<file path="src/design/align_pkg.sv">
package align_pkg;

    // clock rates and derived cycle counts
    localparam int unsigned ACLK_HZ        = 20_000_000;
    localparam int unsigned SYS_CLK_HZ     = 10_000_000;
    localparam int unsigned SYS_DIV        = ACLK_HZ / SYS_CLK_HZ;
    localparam int unsigned PIN_PULSE_NS   = 200;
    localparam int unsigned PIN_PULSE_CYC  =
        (PIN_PULSE_NS * (ACLK_HZ / 1_000_000) + 999) / 1000;
    localparam int unsigned RELEASE_SYS    = 2;
    localparam int unsigned RELEASE_CYC    = RELEASE_SYS * SYS_DIV;

    // channel and source layout
    localparam int unsigned NUM_CH         = 8;
    localparam int unsigned NUM_POSTDIV    = 4;
    localparam int unsigned DIV_W          = 20;
    localparam int unsigned SRC_W          = 3;

    // register byte offsets
    localparam logic [7:0] CH_CFG_BASE     = 8'h00;
    localparam logic [7:0] CTRL_OFS        = 8'h20;
    localparam logic [7:0] STATUS_OFS      = 8'h24;

    // channel config fields
    localparam int unsigned CFG_SRC_LSB    = 0;
    localparam int unsigned CFG_ALIGN_BIT  = 3;
    localparam int unsigned CFG_DIV_LSB    = 8;
    localparam logic [31:0] CH_CFG_RESET   = 32'h0000_0200;

    // control fields
    localparam int unsigned CTRL_SOFT_BIT  = 0;
    localparam int unsigned CTRL_MUTE_BIT  = 1;
    localparam int unsigned CTRL_BANK_LSB  = 8;
    localparam logic [31:0] CTRL_RESET     = 32'h0000_0000;

    // status fields
    localparam int unsigned STAT_REQ_BIT   = 0;
    localparam int unsigned STAT_HOLD_LSB  = 8;
    localparam int unsigned STAT_OUT_LSB   = 16;

    // output mux sources
    typedef enum logic [SRC_W-1:0] {
        SRC_PLL1_PRIMARY   = 3'h0,
        SRC_PLL1_SECONDARY = 3'h1,
        SRC_PLL2_PRIMARY   = 3'h2,
        SRC_PLL2_SECONDARY = 3'h3,
        SRC_XO             = 3'h4,
        SRC_TCXO           = 3'h5,
        SRC_DPLL_REF       = 3'h6
    } src_sel_e;

    localparam logic [1:0] AXI_OKAY        = 2'h0;
    localparam logic [1:0] AXI_SLVERR      = 2'h2;

endpackage : align_pkg

</file>
<file path="src/design/sys_tick_gen.sv">
`timescale 1ns/1ps
// divides aclk down to the internal system clock rate as an enable pulse
module sys_tick_gen #(
    parameter int unsigned DIV = align_pkg::SYS_DIV
) (
    input  wire logic aclk,
    input  wire logic aresetn,
    output logic      tick
);

    localparam int unsigned CW = (DIV > 1) ? $clog2(DIV) : 1;

    initial begin
        if (DIV < 1) begin
            $error("sys_tick_gen: DIV must be at least one");
        end
    end

    logic [CW-1:0] cnt_q;

    // free-running count, pulse on the last count
    always_ff @(posedge aclk) begin
        if (!aresetn) begin
            cnt_q <= '0;
            tick  <= 1'b0;
        end else if (cnt_q == CW'(DIV - 1)) begin
            cnt_q <= '0;
            tick  <= 1'b1;
        end else begin
            cnt_q <= cnt_q + 1'b1;
            tick  <= 1'b0;
        end
    end

endmodule : sys_tick_gen

</file>
<file path="src/design/chan_divider.sv">
`timescale 1ns/1ps
// one output divider stepped by its selected source tick
module chan_divider #(
    parameter int unsigned W = align_pkg::DIV_W
) (
    input  wire logic         aclk,
    input  wire logic         aresetn,
    input  wire logic         src_tick,
    input  wire logic         hold,
    input  wire logic [W-1:0] div,
    output logic              out
);

    initial begin
        if (W < 2) begin
            $error("chan_divider: W must be at least two");
        end
    end

    logic [W-1:0] cnt_q;
    logic         bypass;

    assign bypass = (div <= W'(1));

    // hold parks a non-bypass divider at count zero with a low output, so every
    // member of a group rises on the same first tick after release
    always_ff @(posedge aclk) begin
        if (!aresetn) begin
            cnt_q <= '0;
            out   <= 1'b0;
        end else if (bypass) begin
            cnt_q <= '0;
            out   <= src_tick;
        end else if (hold) begin
            cnt_q <= '0;
            out   <= 1'b0;
        end else if (src_tick) begin
            cnt_q <= (cnt_q == div - 1'b1) ? '0 : cnt_q + 1'b1;
            out   <= (cnt_q < (div >> 1));
        end
    end

    held_low_a: assert property (@(posedge aclk) disable iff (!aresetn)
        (hold && !bypass) |=> !out)
        else $error("held divider output not low");

endmodule : chan_divider

</file>
<file path="src/design/output_divider_sync_group.sv">
// The implementer's own choices: register access over AXI4-Lite and the address map.
`timescale 1ns/1ps
// Operation
// - grouped dividers leave reset on the same post-divider tick, rising together.
// - a divider joins a group only with its align enable bit set to one.
// - only dividers selecting the same post-divider of the same PLL group together.
// - each post-divider needs its bank enable for outputs 0-3 or 4-7.
// - alignment is requested by the pin low or the soft request bit high.
// - while requested, enabled dividers are held in reset and their drivers muted.
// - hold and mute start only after the last group output has gone low; here each member parks once its own output is low.
// - on request removal grouped outputs restart together with aligned phases.
// - the request is sampled and qualified on the 10 MHz system tick.
// - release follows request removal within two system clock cycles; here hold clears on the next group tick after req_q drops.
// - channels with align enable zero ignore alignment and run normally.
// - post-divider clocks keep running during alignment for ungrouped channels.
// - a divide-by-one bypass divider is never gated by alignment.
// - with the mute option set, outputs restart glitch-free after release.
module output_divider_sync_group #(
    parameter int unsigned NUM_CH = align_pkg::NUM_CH,
    parameter int unsigned DIV_W  = align_pkg::DIV_W
) (
    input  wire logic                            aclk,
    input  wire logic                            aresetn,
    // alignment pin, low requests alignment
    input  wire logic                            align_request_pin_n,
    // post-divider ticks: pll1 primary, pll1 secondary, pll2 primary, pll2 secondary
    input  wire logic [align_pkg::NUM_POSTDIV-1:0] postdiv_tick,
    // bypass source ticks: xo, tcxo, dpll reference
    input  wire logic [2:0]                      bypass_tick,
    output logic      [NUM_CH-1:0]               clk_out,
    // AXI4-Lite slave
    input  wire logic [7:0]                      s_axi_awaddr,
    input  wire logic                            s_axi_awvalid,
    output logic                                 s_axi_awready,
    input  wire logic [31:0]                     s_axi_wdata,
    input  wire logic [3:0]                      s_axi_wstrb,
    input  wire logic                            s_axi_wvalid,
    output logic                                 s_axi_wready,
    output logic [1:0]                           s_axi_bresp,
    output logic                                 s_axi_bvalid,
    input  wire logic                            s_axi_bready,
    input  wire logic [7:0]                      s_axi_araddr,
    input  wire logic                            s_axi_arvalid,
    output logic                                 s_axi_arready,
    output logic [31:0]                          s_axi_rdata,
    output logic [1:0]                           s_axi_rresp,
    output logic                                 s_axi_rvalid,
    input  wire logic                            s_axi_rready
);

    initial begin
        if (NUM_CH != align_pkg::NUM_CH || DIV_W != align_pkg::DIV_W) begin
            $error("output_divider_sync_group: channel count and width are fixed");
        end
    end

    ////////////////////////////////////////////////////////////////////////////
    // register file

    logic [31:0]       ch_cfg_q [NUM_CH];
    logic [31:0]       ctrl_q;
    logic              wr_fire;
    logic              wr_hit;
    logic [31:0]       rd_word;
    logic              rd_hit;

    // decode a byte address to a channel slot, index NUM_CH means none
    function automatic int unsigned ch_slot(input logic [7:0] addr);
        int unsigned idx;
        idx = NUM_CH;
        if (addr[1:0] == 2'h0 && addr < align_pkg::CH_CFG_BASE + 8'(4 * NUM_CH)) begin
            idx = int'(addr[7:2] - align_pkg::CH_CFG_BASE[7:2]);
        end
        return idx;
    endfunction : ch_slot

    // merge written byte lanes into a register word
    function automatic logic [31:0] lane_merge(input logic [31:0] old,
                                               input logic [31:0] wd,
                                               input logic [3:0]  st);
        logic [31:0] res;
        res = old;
        for (int b = 0; b < 4; b++) begin
            if (st[b]) begin
                res[8*b +: 8] = wd[8*b +: 8];
            end
        end
        return res;
    endfunction : lane_merge

    // address and data are taken together; no new write until the response goes
    assign s_axi_awready = s_axi_awvalid && s_axi_wvalid && !s_axi_bvalid;
    assign s_axi_wready  = s_axi_awready;
    assign wr_fire       = s_axi_awready;
    assign wr_hit        = (ch_slot(s_axi_awaddr) < NUM_CH)
                        || (s_axi_awaddr == align_pkg::CTRL_OFS)
                        || (s_axi_awaddr == align_pkg::STATUS_OFS);

    // channel configuration words
    always_ff @(posedge aclk) begin
        if (!aresetn) begin
            for (int i = 0; i < NUM_CH; i++) begin
                ch_cfg_q[i] <= align_pkg::CH_CFG_RESET;
            end
        end else if (wr_fire && ch_slot(s_axi_awaddr) < NUM_CH) begin
            ch_cfg_q[ch_slot(s_axi_awaddr)] <=
                lane_merge(ch_cfg_q[ch_slot(s_axi_awaddr)], s_axi_wdata, s_axi_wstrb);
        end
    end

    // global control: soft request, mute option and bank enables
    always_ff @(posedge aclk) begin
        if (!aresetn) begin
            ctrl_q <= align_pkg::CTRL_RESET;
        end else if (wr_fire && s_axi_awaddr == align_pkg::CTRL_OFS) begin
            ctrl_q <= lane_merge(ctrl_q, s_axi_wdata, s_axi_wstrb);
        end
    end

    // write response, unmapped addresses answer slverr
    always_ff @(posedge aclk) begin
        if (!aresetn) begin
            s_axi_bvalid <= 1'b0;
            s_axi_bresp  <= align_pkg::AXI_OKAY;
        end else if (wr_fire) begin
            s_axi_bvalid <= 1'b1;
            s_axi_bresp  <= wr_hit ? align_pkg::AXI_OKAY : align_pkg::AXI_SLVERR;
        end else if (s_axi_bready) begin
            s_axi_bvalid <= 1'b0;
        end
    end

    ////////////////////////////////////////////////////////////////////////////
    // request qualification

    logic sys_tick;
    logic req_raw;
    logic req_q;

    sys_tick_gen #(
        .DIV (align_pkg::SYS_DIV)
    ) u_sys_tick (
        .aclk    (aclk),
        .aresetn (aresetn),
        .tick    (sys_tick)
    );

    // either source asserts the request
    assign req_raw = !align_request_pin_n || ctrl_q[align_pkg::CTRL_SOFT_BIT];

    // sampling only on the system tick is why the pin pulse must span a tick
    always_ff @(posedge aclk) begin
        if (!aresetn) begin
            req_q <= 1'b0;
        end else if (sys_tick) begin
            req_q <= req_raw;
        end
    end

    ////////////////////////////////////////////////////////////////////////////
    // group membership and hold

    logic [NUM_CH-1:0]                   member;
    logic [NUM_CH-1:0]                   ch_tick;
    logic [NUM_CH-1:0]                   grp_tick;
    logic [NUM_CH-1:0]                   div_out;
    logic [NUM_CH-1:0]                   hold_q;
    logic [NUM_CH-1:0]                   mute_q;
    logic [NUM_CH-1:0]                   div_prev_q;
    logic [NUM_CH-1:0]                   ch_low;

    // post-divider index of a channel's source
    function automatic logic [1:0] grp_of(input logic [31:0] cfg);
        return cfg[align_pkg::CFG_SRC_LSB +: 2];
    endfunction : grp_of

    // true when a channel's source is a pll post-divider
    function automatic logic from_postdiv(input logic [31:0] cfg);
        return !cfg[align_pkg::CFG_SRC_LSB + 2];
    endfunction : from_postdiv

    generate
        for (genvar i = 0; i < NUM_CH; i++) begin : g_ch
            logic [2:0]       src;
            logic [DIV_W-1:0] dval;
            logic             bank;

            assign src  = ch_cfg_q[i][align_pkg::CFG_SRC_LSB +: 3];
            assign dval = ch_cfg_q[i][align_pkg::CFG_DIV_LSB +: DIV_W];
            // bank bits: two per post-divider, lower then upper outputs
            assign bank = ctrl_q[align_pkg::CTRL_BANK_LSB
                                 + 2 * int'(grp_of(ch_cfg_q[i])) + (i / 4)];

            // post-divider ticks feed every channel selecting them, whatever the request state
            assign ch_tick[i]  = from_postdiv(ch_cfg_q[i])
                               ? postdiv_tick[grp_of(ch_cfg_q[i])]
                               : ((src == 3'h7) ? 1'b0 : bypass_tick[src[1:0]]);
            assign grp_tick[i] = postdiv_tick[grp_of(ch_cfg_q[i])];

            // bypass sources never join, as from_postdiv keeps them out in hardware
            assign member[i] = ch_cfg_q[i][align_pkg::CFG_ALIGN_BIT]
                            && from_postdiv(ch_cfg_q[i])
                            && bank
                            && (dval > DIV_W'(1));

            chan_divider #(
                .W (DIV_W)
            ) u_div (
                .aclk     (aclk),
                .aresetn  (aresetn),
                .src_tick (ch_tick[i]),
                .hold     (hold_q[i]),
                .div      (dval),
                .out      (div_out[i])
            );
        end
    endgenerate

    // a member parks only once its own output has finished its high phase;
    // waiting for all members at once could stall forever on unaligned phases
    always_comb begin
        ch_low = '0;
        for (int i = 0; i < NUM_CH; i++) begin
            if (member[i] && !div_out[i]) begin
                ch_low[i] = 1'b1;
            end
        end
    end

    // each member parks on a group tick once low; all leave on the same
    // group tick, so every member restarts phase aligned
    always_ff @(posedge aclk) begin
        if (!aresetn) begin
            hold_q <= '0;
        end else begin
            for (int i = 0; i < NUM_CH; i++) begin
                if (!member[i]) begin
                    hold_q[i] <= 1'b0;
                end else if (grp_tick[i]) begin
                    if (!req_q) begin
                        hold_q[i] <= 1'b0;
                    end else if (ch_low[i]) begin
                        hold_q[i] <= 1'b1;
                    end
                end
            end
        end
    end

    // remember the divider level to spot its first falling edge
    always_ff @(posedge aclk) begin
        if (!aresetn) begin
            div_prev_q <= '0;
        end else begin
            div_prev_q <= div_out;
        end
    end

    // mute follows hold; with the option set it lingers through the first high
    // phase, trading one output period of latency for only full pulses
    always_ff @(posedge aclk) begin
        if (!aresetn) begin
            mute_q <= '0;
        end else begin
            for (int i = 0; i < NUM_CH; i++) begin
                if (hold_q[i]) begin
                    mute_q[i] <= 1'b1;
                end else if (!member[i] || !ctrl_q[align_pkg::CTRL_MUTE_BIT]) begin
                    mute_q[i] <= 1'b0;
                end else if (div_prev_q[i] && !div_out[i]) begin
                    mute_q[i] <= 1'b0;
                end
            end
        end
    end

    // driver gating
    always_comb begin
        for (int i = 0; i < NUM_CH; i++) begin
            clk_out[i] = div_out[i] && !hold_q[i] && !mute_q[i];
        end
    end

    ////////////////////////////////////////////////////////////////////////////
    // read path

    always_comb begin
        rd_word = '0;
        rd_hit  = 1'b1;
        if (ch_slot(s_axi_araddr) < NUM_CH) begin
            rd_word = ch_cfg_q[ch_slot(s_axi_araddr)];
        end else if (s_axi_araddr == align_pkg::CTRL_OFS) begin
            rd_word = ctrl_q;
        end else if (s_axi_araddr == align_pkg::STATUS_OFS) begin
            rd_word[align_pkg::STAT_REQ_BIT]                 = req_q;
            rd_word[align_pkg::STAT_HOLD_LSB +: NUM_CH]      = hold_q;
            rd_word[align_pkg::STAT_OUT_LSB +: NUM_CH]       = clk_out;
        end else begin
            rd_hit  = 1'b0;
        end
    end

    assign s_axi_arready = !s_axi_rvalid;

    // read data registered, one read outstanding at most
    always_ff @(posedge aclk) begin
        if (!aresetn) begin
            s_axi_rvalid <= 1'b0;
            s_axi_rdata  <= '0;
            s_axi_rresp  <= align_pkg::AXI_OKAY;
        end else if (s_axi_arvalid && s_axi_arready) begin
            s_axi_rvalid <= 1'b1;
            s_axi_rdata  <= rd_word;
            s_axi_rresp  <= rd_hit ? align_pkg::AXI_OKAY : align_pkg::AXI_SLVERR;
        end else if (s_axi_rready) begin
            s_axi_rvalid <= 1'b0;
        end
    end

    ////////////////////////////////////////////////////////////////////////////
    // checks

    req_or_a: assert property (@(posedge aclk) disable iff (!aresetn)
        (sys_tick && (!align_request_pin_n || ctrl_q[align_pkg::CTRL_SOFT_BIT]))
        |=> req_q)
        else $error("request not qualified");

    req_tick_a: assert property (@(posedge aclk) disable iff (!aresetn)
        (!$past(sys_tick) && $past(aresetn)) |-> $stable(req_q))
        else $error("request changed off the system tick");

    nonmember_free_a: assert property (@(posedge aclk) disable iff (!aresetn)
        !member[0] |=> !hold_q[0])
        else $error("non-member channel held");

    group_same_a: assert property (@(posedge aclk) disable iff (!aresetn)
        (member[0] && member[6] && grp_of(ch_cfg_q[0]) == grp_of(ch_cfg_q[6])
         && hold_q[0] && hold_q[6]
         && $stable(ch_cfg_q[0]) && $stable(ch_cfg_q[6]))
        |=> (hold_q[0] == hold_q[6]) || !member[0] || !member[6])
        else $error("group members left hold apart");

    enter_low_a: assert property (@(posedge aclk) disable iff (!aresetn)
        $rose(hold_q[0]) |-> !$past(div_out[0]))
        else $error("hold entered while output high");

    release_fast_a: assert property (@(posedge aclk) disable iff (!aresetn)
        (hold_q[0] && !req_q && grp_tick[0]) |=> !hold_q[0])
        else $error("hold not released on tick");

    muted_a: assert property (@(posedge aclk) disable iff (!aresetn)
        hold_q[0] |-> !clk_out[0])
        else $error("held output not muted");

    bypass_free_a: assert property (@(posedge aclk) disable iff (!aresetn)
        (ch_cfg_q[0][align_pkg::CFG_DIV_LSB +: DIV_W] <= DIV_W'(1)) |-> !member[0])
        else $error("bypass divider grouped");

endmodule : output_divider_sync_group

</file>
<file path="config.mk">
export PLATFORM = sky130hd
export DESIGN_NAME = output_divider_sync_group
export DESIGN_NICKNAME = d
export VERILOG_FILES = /design/src/design/align_pkg.sv /design/src/design/sys_tick_gen.sv /design/src/design/chan_divider.sv /design/src/design/output_divider_sync_group.sv
export SDC_FILE = /design/constraint.sdc
export NUM_CORES = 2
export LEC_CHECK = 0
export BUFFER_PORTS_ARGS = -buffer_cell sky130_fd_sc_hd__buf_2
export CELL_PAD_IN_SITES_DETAIL_PLACEMENT = 0
export CELL_PAD_IN_SITES_GLOBAL_PLACEMENT = 1
export CORE_ASPECT_RATIO = 1.2
export CORE_MARGIN = 5
export CORE_UTILIZATION = 45
export CTS_CLUSTER_SIZE = 16
export DETAILED_ROUTE_END_ITERATION = 6
export MAX_ROUTING_LAYER = met4
export PLACE_DENSITY_LB_ADDON = 0.1
export SETUP_SLACK_MARGIN = 0.02
export SYNTH_ARGS = -nofsm -noshare
export SYNTH_HDL_FRONTEND = slang
export SYNTH_SLANG_ARGS = --single-unit
</file>
<file path="constraint.sdc">
create_clock -name aclk -period 3.2 [get_ports aclk]
set_input_delay 0.48 -clock aclk [delete_from_list [all_inputs] [get_ports aclk]]
set_output_delay 0.48 -clock aclk [all_outputs]
set_load 0.02 [all_outputs]
</file>
# Yosys cells after proc, flatten, opt, wreduce, memory -nomap -nowiden
# Memories as Yosys holds them, arrays and structs flattened.
# Index checks and enable logic that the tools add are counted.
[totals]
reg_bits = 265
latchBits = 0
ram_bits = 256
rom_bits = 0
out_inout_bits = 49
wordCells = 511
memories = 1
[classes]
n_addsub = 29
n_mul = 0
n_div = 0
n_lt_le_gt_ge = 45
n_eq_ne = 32
n_shift = 0
mux = 186
bitwise_logic = 1
reduce_logical = 172
[mem_list]
columns = ["name", "depth", "word_bits", "read_ports", "rd_ports_with_merged_regs", "wr", "line", "text"]
rows = [
  ["ch_cfg_q", 8, 32, 9, 0, 8, "output_divider_sync_group.sv:60", "logic [31:0] ch_cfg_q [NUM_CH];"],
]
[op_table]
columns = ["cell", "n"]
rows = [
  ["$add A20 B1 Y20 const B", 8],
  ["$eq A20 B20 Y1", 8],
  ["$gt A20 B1 Y1 const B", 8],
  ["$le A20 B1 Y1 const B", 8],
  ["$lt A20 B19 Y1", 8],
  ["$mux W20", 8],
  ["$sub A20 B1 Y20 const B", 8],
  ["$mux W1", 126],
  ["$mux W8", 13],
  ["$mux W32", 3],
  ["$logic_and A1 B1 Y1", 63],
  ["$reduce_and A2 Y1", 24],
  ["$reduce_bool A3 Y1", 16],
  ["$logic_not A1 Y1", 44],
  ["$add A4 B3 Y5 const A", 8],
  ["$bmux W1 S5", 8],
  ["$bmux W1 S2", 16],
  ["$eq A8 B6 Y1 const B", 4],
  ["$lt A32 B4 Y1 const B", 1],
  ["$mux W16", 2],
  ["$reduce_or A32 Y1", 1],
  ["$add A5 B1 Y6 const B", 4],
  ["$eq A3 B3 Y1 const B", 8],
  ["$lt A2 B3 Y1 const B", 8],
  ["other kinds (18)", 60],
]

# Depth between registers and ports, before layout
[depth]
word_depth = 12
ltp_mapped = 12
depth_no_buf = 9

# Hierarchy
# Synthesis repeated with hierarchy kept, for this count alone.
[hier_totals]
hier_cells = 3825
hier_area_um2 = 34840.9
[by_module_without_submodules]
columns = ["mod", "n_inst", "cells_each", "area_per_inst_um2", "seq_area_each_um2"]
rows = [
  ["output_divider_sync_group", 1, 1439, 16633.5, 9549.2],
  ["chan_divider at g_ch[0].u_div ...", 7, 303, 2289.7, 420.4],
  ["chan_divider at g_ch[4].u_div", 1, 261, 2123.3, 420.4],
  ["sys_tick_gen", 1, 4, 56.3, 40.0],
]

# Worst setup path before layout
# OpenSTA, ideal clock, no wires.
[synth_timing]
kind = "register to register"
from = "mem ch_cfg_q[7][8]"
to = "reg g_ch[7].u_div.cnt_q[10]"
t_arrival_ns = 3.203
t_required_ns = 3.068
slack_ns = -0.135
stages_incl_launch_ff = 13
path_buffers = 3
cell_sequence = "edfxtp_1 inv_1 ha_1 clkbuf_1 or3b_2 or4b_2 o41ai_1 a32oi_1 a31oi_1 and4_1 clkbuf_1 clkbuf_1 nor3_1"
[synth_lines]
columns = ["element", "line", "text"]
rows = [
  ["start: declaration", "output_divider_sync_group.sv:60", ""],
  ["end signal: assignment", "chan_divider.sv:38", "cnt_q <= (cnt_q == div - 1'b1) ? '0 : cnt_q + 1'b1;"],
  ["end: declaration", "chan_divider.sv:20", "logic [W-1:0] cnt_q;"],
]

==> impl_metrics.tcl <==
set metrics [dict create \
    worst_setup_path_startpoint "ch_cfg_q[3][10]" \
    crit_slowest_cell "sky130_fd_sc_hd__or4_1" \
    p_int_mw 11.8 \
    drt_first_iter_violations 2806 \
    grt_first_pass_wirelength_um 191000 \
    maxSlewHeadroom_pct 29.5 \
    switchingPower_mw 4.34 \
    min_setup_slack_post_route_ps 152 \
    arrival_ps 3580 \
    synth_top_cells_by_count "sky130_fd_sc_hd__nand2_1, sky130_fd_sc_hd__and2_1, sky130_fd_sc_hd__dfxtp_1, sky130_fd_sc_hd__edfxtp_1, sky130_fd_sc_hd__nor2_1" \
    drt_first_pass_iters 5 \
    drt-vias-per-instance 6.01 \
    die_w_um 261 \
    postSynthAreaPerCell_um2 9.05 \
    detail-route-antenna-nets 0 \
    start_kind "register" \
    crit_chain "nor3_1 > buf_4 > nand3_1 > or4_1 > or4_1 > a32o_1 > nor4_2 > buf_4 > nor2_1" \
    timing.critical_path.slowest_cell_delay_ps 470 \
    cts.htree.levels 2 \
    ff2ff_path_depth 9 \
    timing.final.setup_violations 0 \
    clock_tree_from_tritoncts "built" \
    place.detailed.hpwl_um 100000 \
    max_slew_vio_count 0 \
    postSynthRegisterBits 519 \
    final_nets 4206 \
    timing.clock.skew_ps 22.0 \
    vdd_drop_max_mv 0.419 \
    rsz_0062_raised_after_global_routing "true" \
    timing.critical_path.to_type "register" \
    starting_density_of_the_core_pct 45.3 \
    synth_most_common_cell "sky130_fd_sc_hd__nand2_1" \
    power_mw 16.1 \
    dp_slack_ps 76.8 \
    share_seq_of_total_power_pct 45.7 \
    r2r_end "g_ch[3].u_div.cnt_q[8]" \
    fmaxAchievable_ghz 0.328 \
    finalHoldViolations 0 \
    period_needed_ps 3050 \
    clockBufferDepth 3 \
    track_usage_pct 31.7 \
    initial_antenna_violation_count 16 \
    first_global_vias 29700 \
    min_path_type "in2reg" \
    path_clk_slew_ps 60 \
    globalRouteOverflowTotal 0 \
    vias 30300 \
    buffer_ports.inserted 113 \
    cts-buffers-inserted 60 \
    critPathCapture "g_ch[3].u_div.cnt_q[8]" \
    worst_pin_slew_ps 1050 \
    synth-seq-area-share_pct 38.2 \
    fp.dieH_um 311 \
    route.detailed.wl_per_inst_um 25.7 \
    critPathMaxFanout 20 \
    synth_ff_type "sky130_fd_sc_hd__dfxtp_1" \
    worst_ep_required_time_ps 3730 \
    max_capacitance_violation_count 0 \
    combinational_power_share_pct 10.4 \
    core_region_area_mm2 0.0749 \
    setup.worst_path.class "reg2reg" \
    insertion_delay_ps 670 \
    clock_sink_count 519 \
    drt_drc_violations_left 0 \
    netlist_area_mm2 0.0339 \
    multi_input_comb_area_mm2 0.0195 \
    rr_startpoint "ch_cfg_q[3][10]" \
    netSwitchingFraction_pct 27.0 \
    pwr-share-clk_pct 43.9 \
    sequential_cell_area_mm2 0.0130 \
    die-area_mm2 0.0809 \
    layout-area-overhead-vs-synth_pct 15.3 \
    finalWeightedCongestion 0.994 \
    post_route_cells_drive_above_1_share_pct 14.0 \
    ys_warn_count 0 \
    leakagePower_nw 15.4 \
    outcome "complete, no violations" \
    maximum_number_of_pins_on_one_net_before_global_route_repair 52 \
    synth_cell_types 85 \
    placementRows 110 \
    post-synth-top-area-fraction_pct 22.7 \
    syn_inst 3744 \
    synth_top_area_cell "sky130_fd_sc_hd__edfxtp_1" \
    synth.top_cells.by_area "sky130_fd_sc_hd__edfxtp_1, sky130_fd_sc_hd__dfxtp_1, sky130_fd_sc_hd__ha_1, sky130_fd_sc_hd__xnor2_1, sky130_fd_sc_hd__and2_1" \
    boundaryPins 116 \
    reg2reg_setup_slack_ps 150 \
    setup_total_negative_slack_ps 0 \
    synthArstFlopShare_pct 0 \
    timing.final.crit_share_pct 95.2 \
    pwr_density_cell_mw_per_mm2 412 \
    nFillCells 6990 \
    finalWirelength_um 129000 \
    synth-edff-count 256 \
    ctsRootBufferMaster "sky130_fd_sc_hd__clkbuf_16" \
]
==> layer usage <==
| layer | track usage, % | share of wire, % | vias up |
|---|---|---|---|
| li1 | - | - | 14100 |
| met4 | 11.7 | 4.4 | 0 |
| met5 | - | 0 | - |
| met2 | 53.1 | 49 | 1058 |
| met3 | 4.18 | 6.1 | 270 |
| met1 | 39.3 | 41 | 14900 |
==> cells by family after synthesis <==
family,share of synthesized area [%]
AO/OA/AOI/OAI,13.6
multiplexers,4.26
XOR/XNOR,8.71
buffers and inverters,4.60
AND/OR/NAND/NOR,24.4
flip-flops,38.2
other,0.0111
adder cells (fa/ha/maj),6.20
==> cell type report <==
cell class / count / share of cell area (%)
well taps: 1008 / 3.23
repair buffers: 362 / 6.54
diodes: 10 / 0.0640
clock buffers: 85 / 4.35
multi-input cells: 2820 / 49.9
inverters: 208 / 2.00
flip-flops and latches: 519 / 33.1
clock inverters: 29 / 0.778
==> power groups by stage <==
| stage | clock [mW] | combinational [mW] | sequential, mW |
|---|---|---|---|
| detailed placement | 0 | 1.64 | 7.51 |
| CTS | 7.18 | 1.65 | 7.37 |
| finish | 7.07 | 1.68 | 7.37 |
| global route | 7.45 | 1.80 | 7.39 |
| global placement | 0 | 1.62 | 7.51 |
| floorplan | 0 | 0.908 | 7.44 |
==> critical path: cells and delay by family, from the launching register on <==
kind | cells | cell delay [ps]
simple gates | 6 | 1750
buf+inv | 2 | 530
compound gates | 1 | 260
flops | 1 | 390
==> flip-flops by register name (all words and copies together), names as in the netlist, 8 cells and up <==
register,count
ch_cfg_q,256
ctrl_q,32
div_prev_q,8
g_ch.u_div.cnt_q,160
g_ch.u_div.out,8
hold_q,8
mute_q,8
s_axi_rdata,32
==> through the flow <==
| step | utilization (%) | std cells | area, um2 | hold slack, ps |
|---|---|---|---|---|
| 3_5_place_dp | 49.4 | 4913 | 37000 | 399 |
| 6_report | 52.2 | 5041 | 39100 | 52.6 |
| 2_1_floorplan | - | 3745 | 33900 | 383 |
| 3_3_place_gp | 49.4 | 4913 | 37000 | 392 |
| 5_1_grt | 52.2 | 5040 | 39100 | 37.5 |
| 4_1_cts | 52.1 | 5028 | 39000 | 10.0 |
==> how the worst min path moves through the flow <==
| stage | cells after the start | from | end | slack (ps) |
|---|---|---|---|---|
| floorplan | 1 | u_sys_tick.cnt_q | u_sys_tick.cnt_q | 380 |
| global placement | 1 | u_sys_tick.cnt_q | u_sys_tick.cnt_q | 390 |
| detailed placement | 1 | u_sys_tick.cnt_q | u_sys_tick.cnt_q | 400 |
| CTS | 2 | s_axi_arvalid | s_axi_rvalid | 10 |
| global route | 2 | s_axi_arvalid | s_axi_rvalid | 40 |
| finish | 2 | s_axi_arvalid | s_axi_rvalid | 50 |
==> cell usage in the layout, fill, tap and decap left out, drive strengths merged, types with 18 or more instances in the layout <==
master and instances:
xnor2 201, and3 49, dfxtp 263, nor4 87
nor3 166, or3 23, mux2i 79, inv 212
nand2b 43, nand4 81, clkinv 18, a21oi 90
edfxtp 256, nor2b 35, mux2 24, clkbuf 85
nor3b 18, o221ai 20, nor2 223, and2 264
nand2 301, xor2 136, nand3 130, a21boi 34
a21o 58, a31oi 45, o22ai 42, a211oi 54
o21ai 126, buf 361, ha 168, or4 29
a311oi 23
==> what timing repair did <==
action                     CTS  global route
resized for setup            0             5
hold buffers                 1             0
buffers inserted             0             3
setup endpoints to repair    0            56
hold endpoints to repair     1             0
No activity file was read; power rests on OpenSTA's default activity.
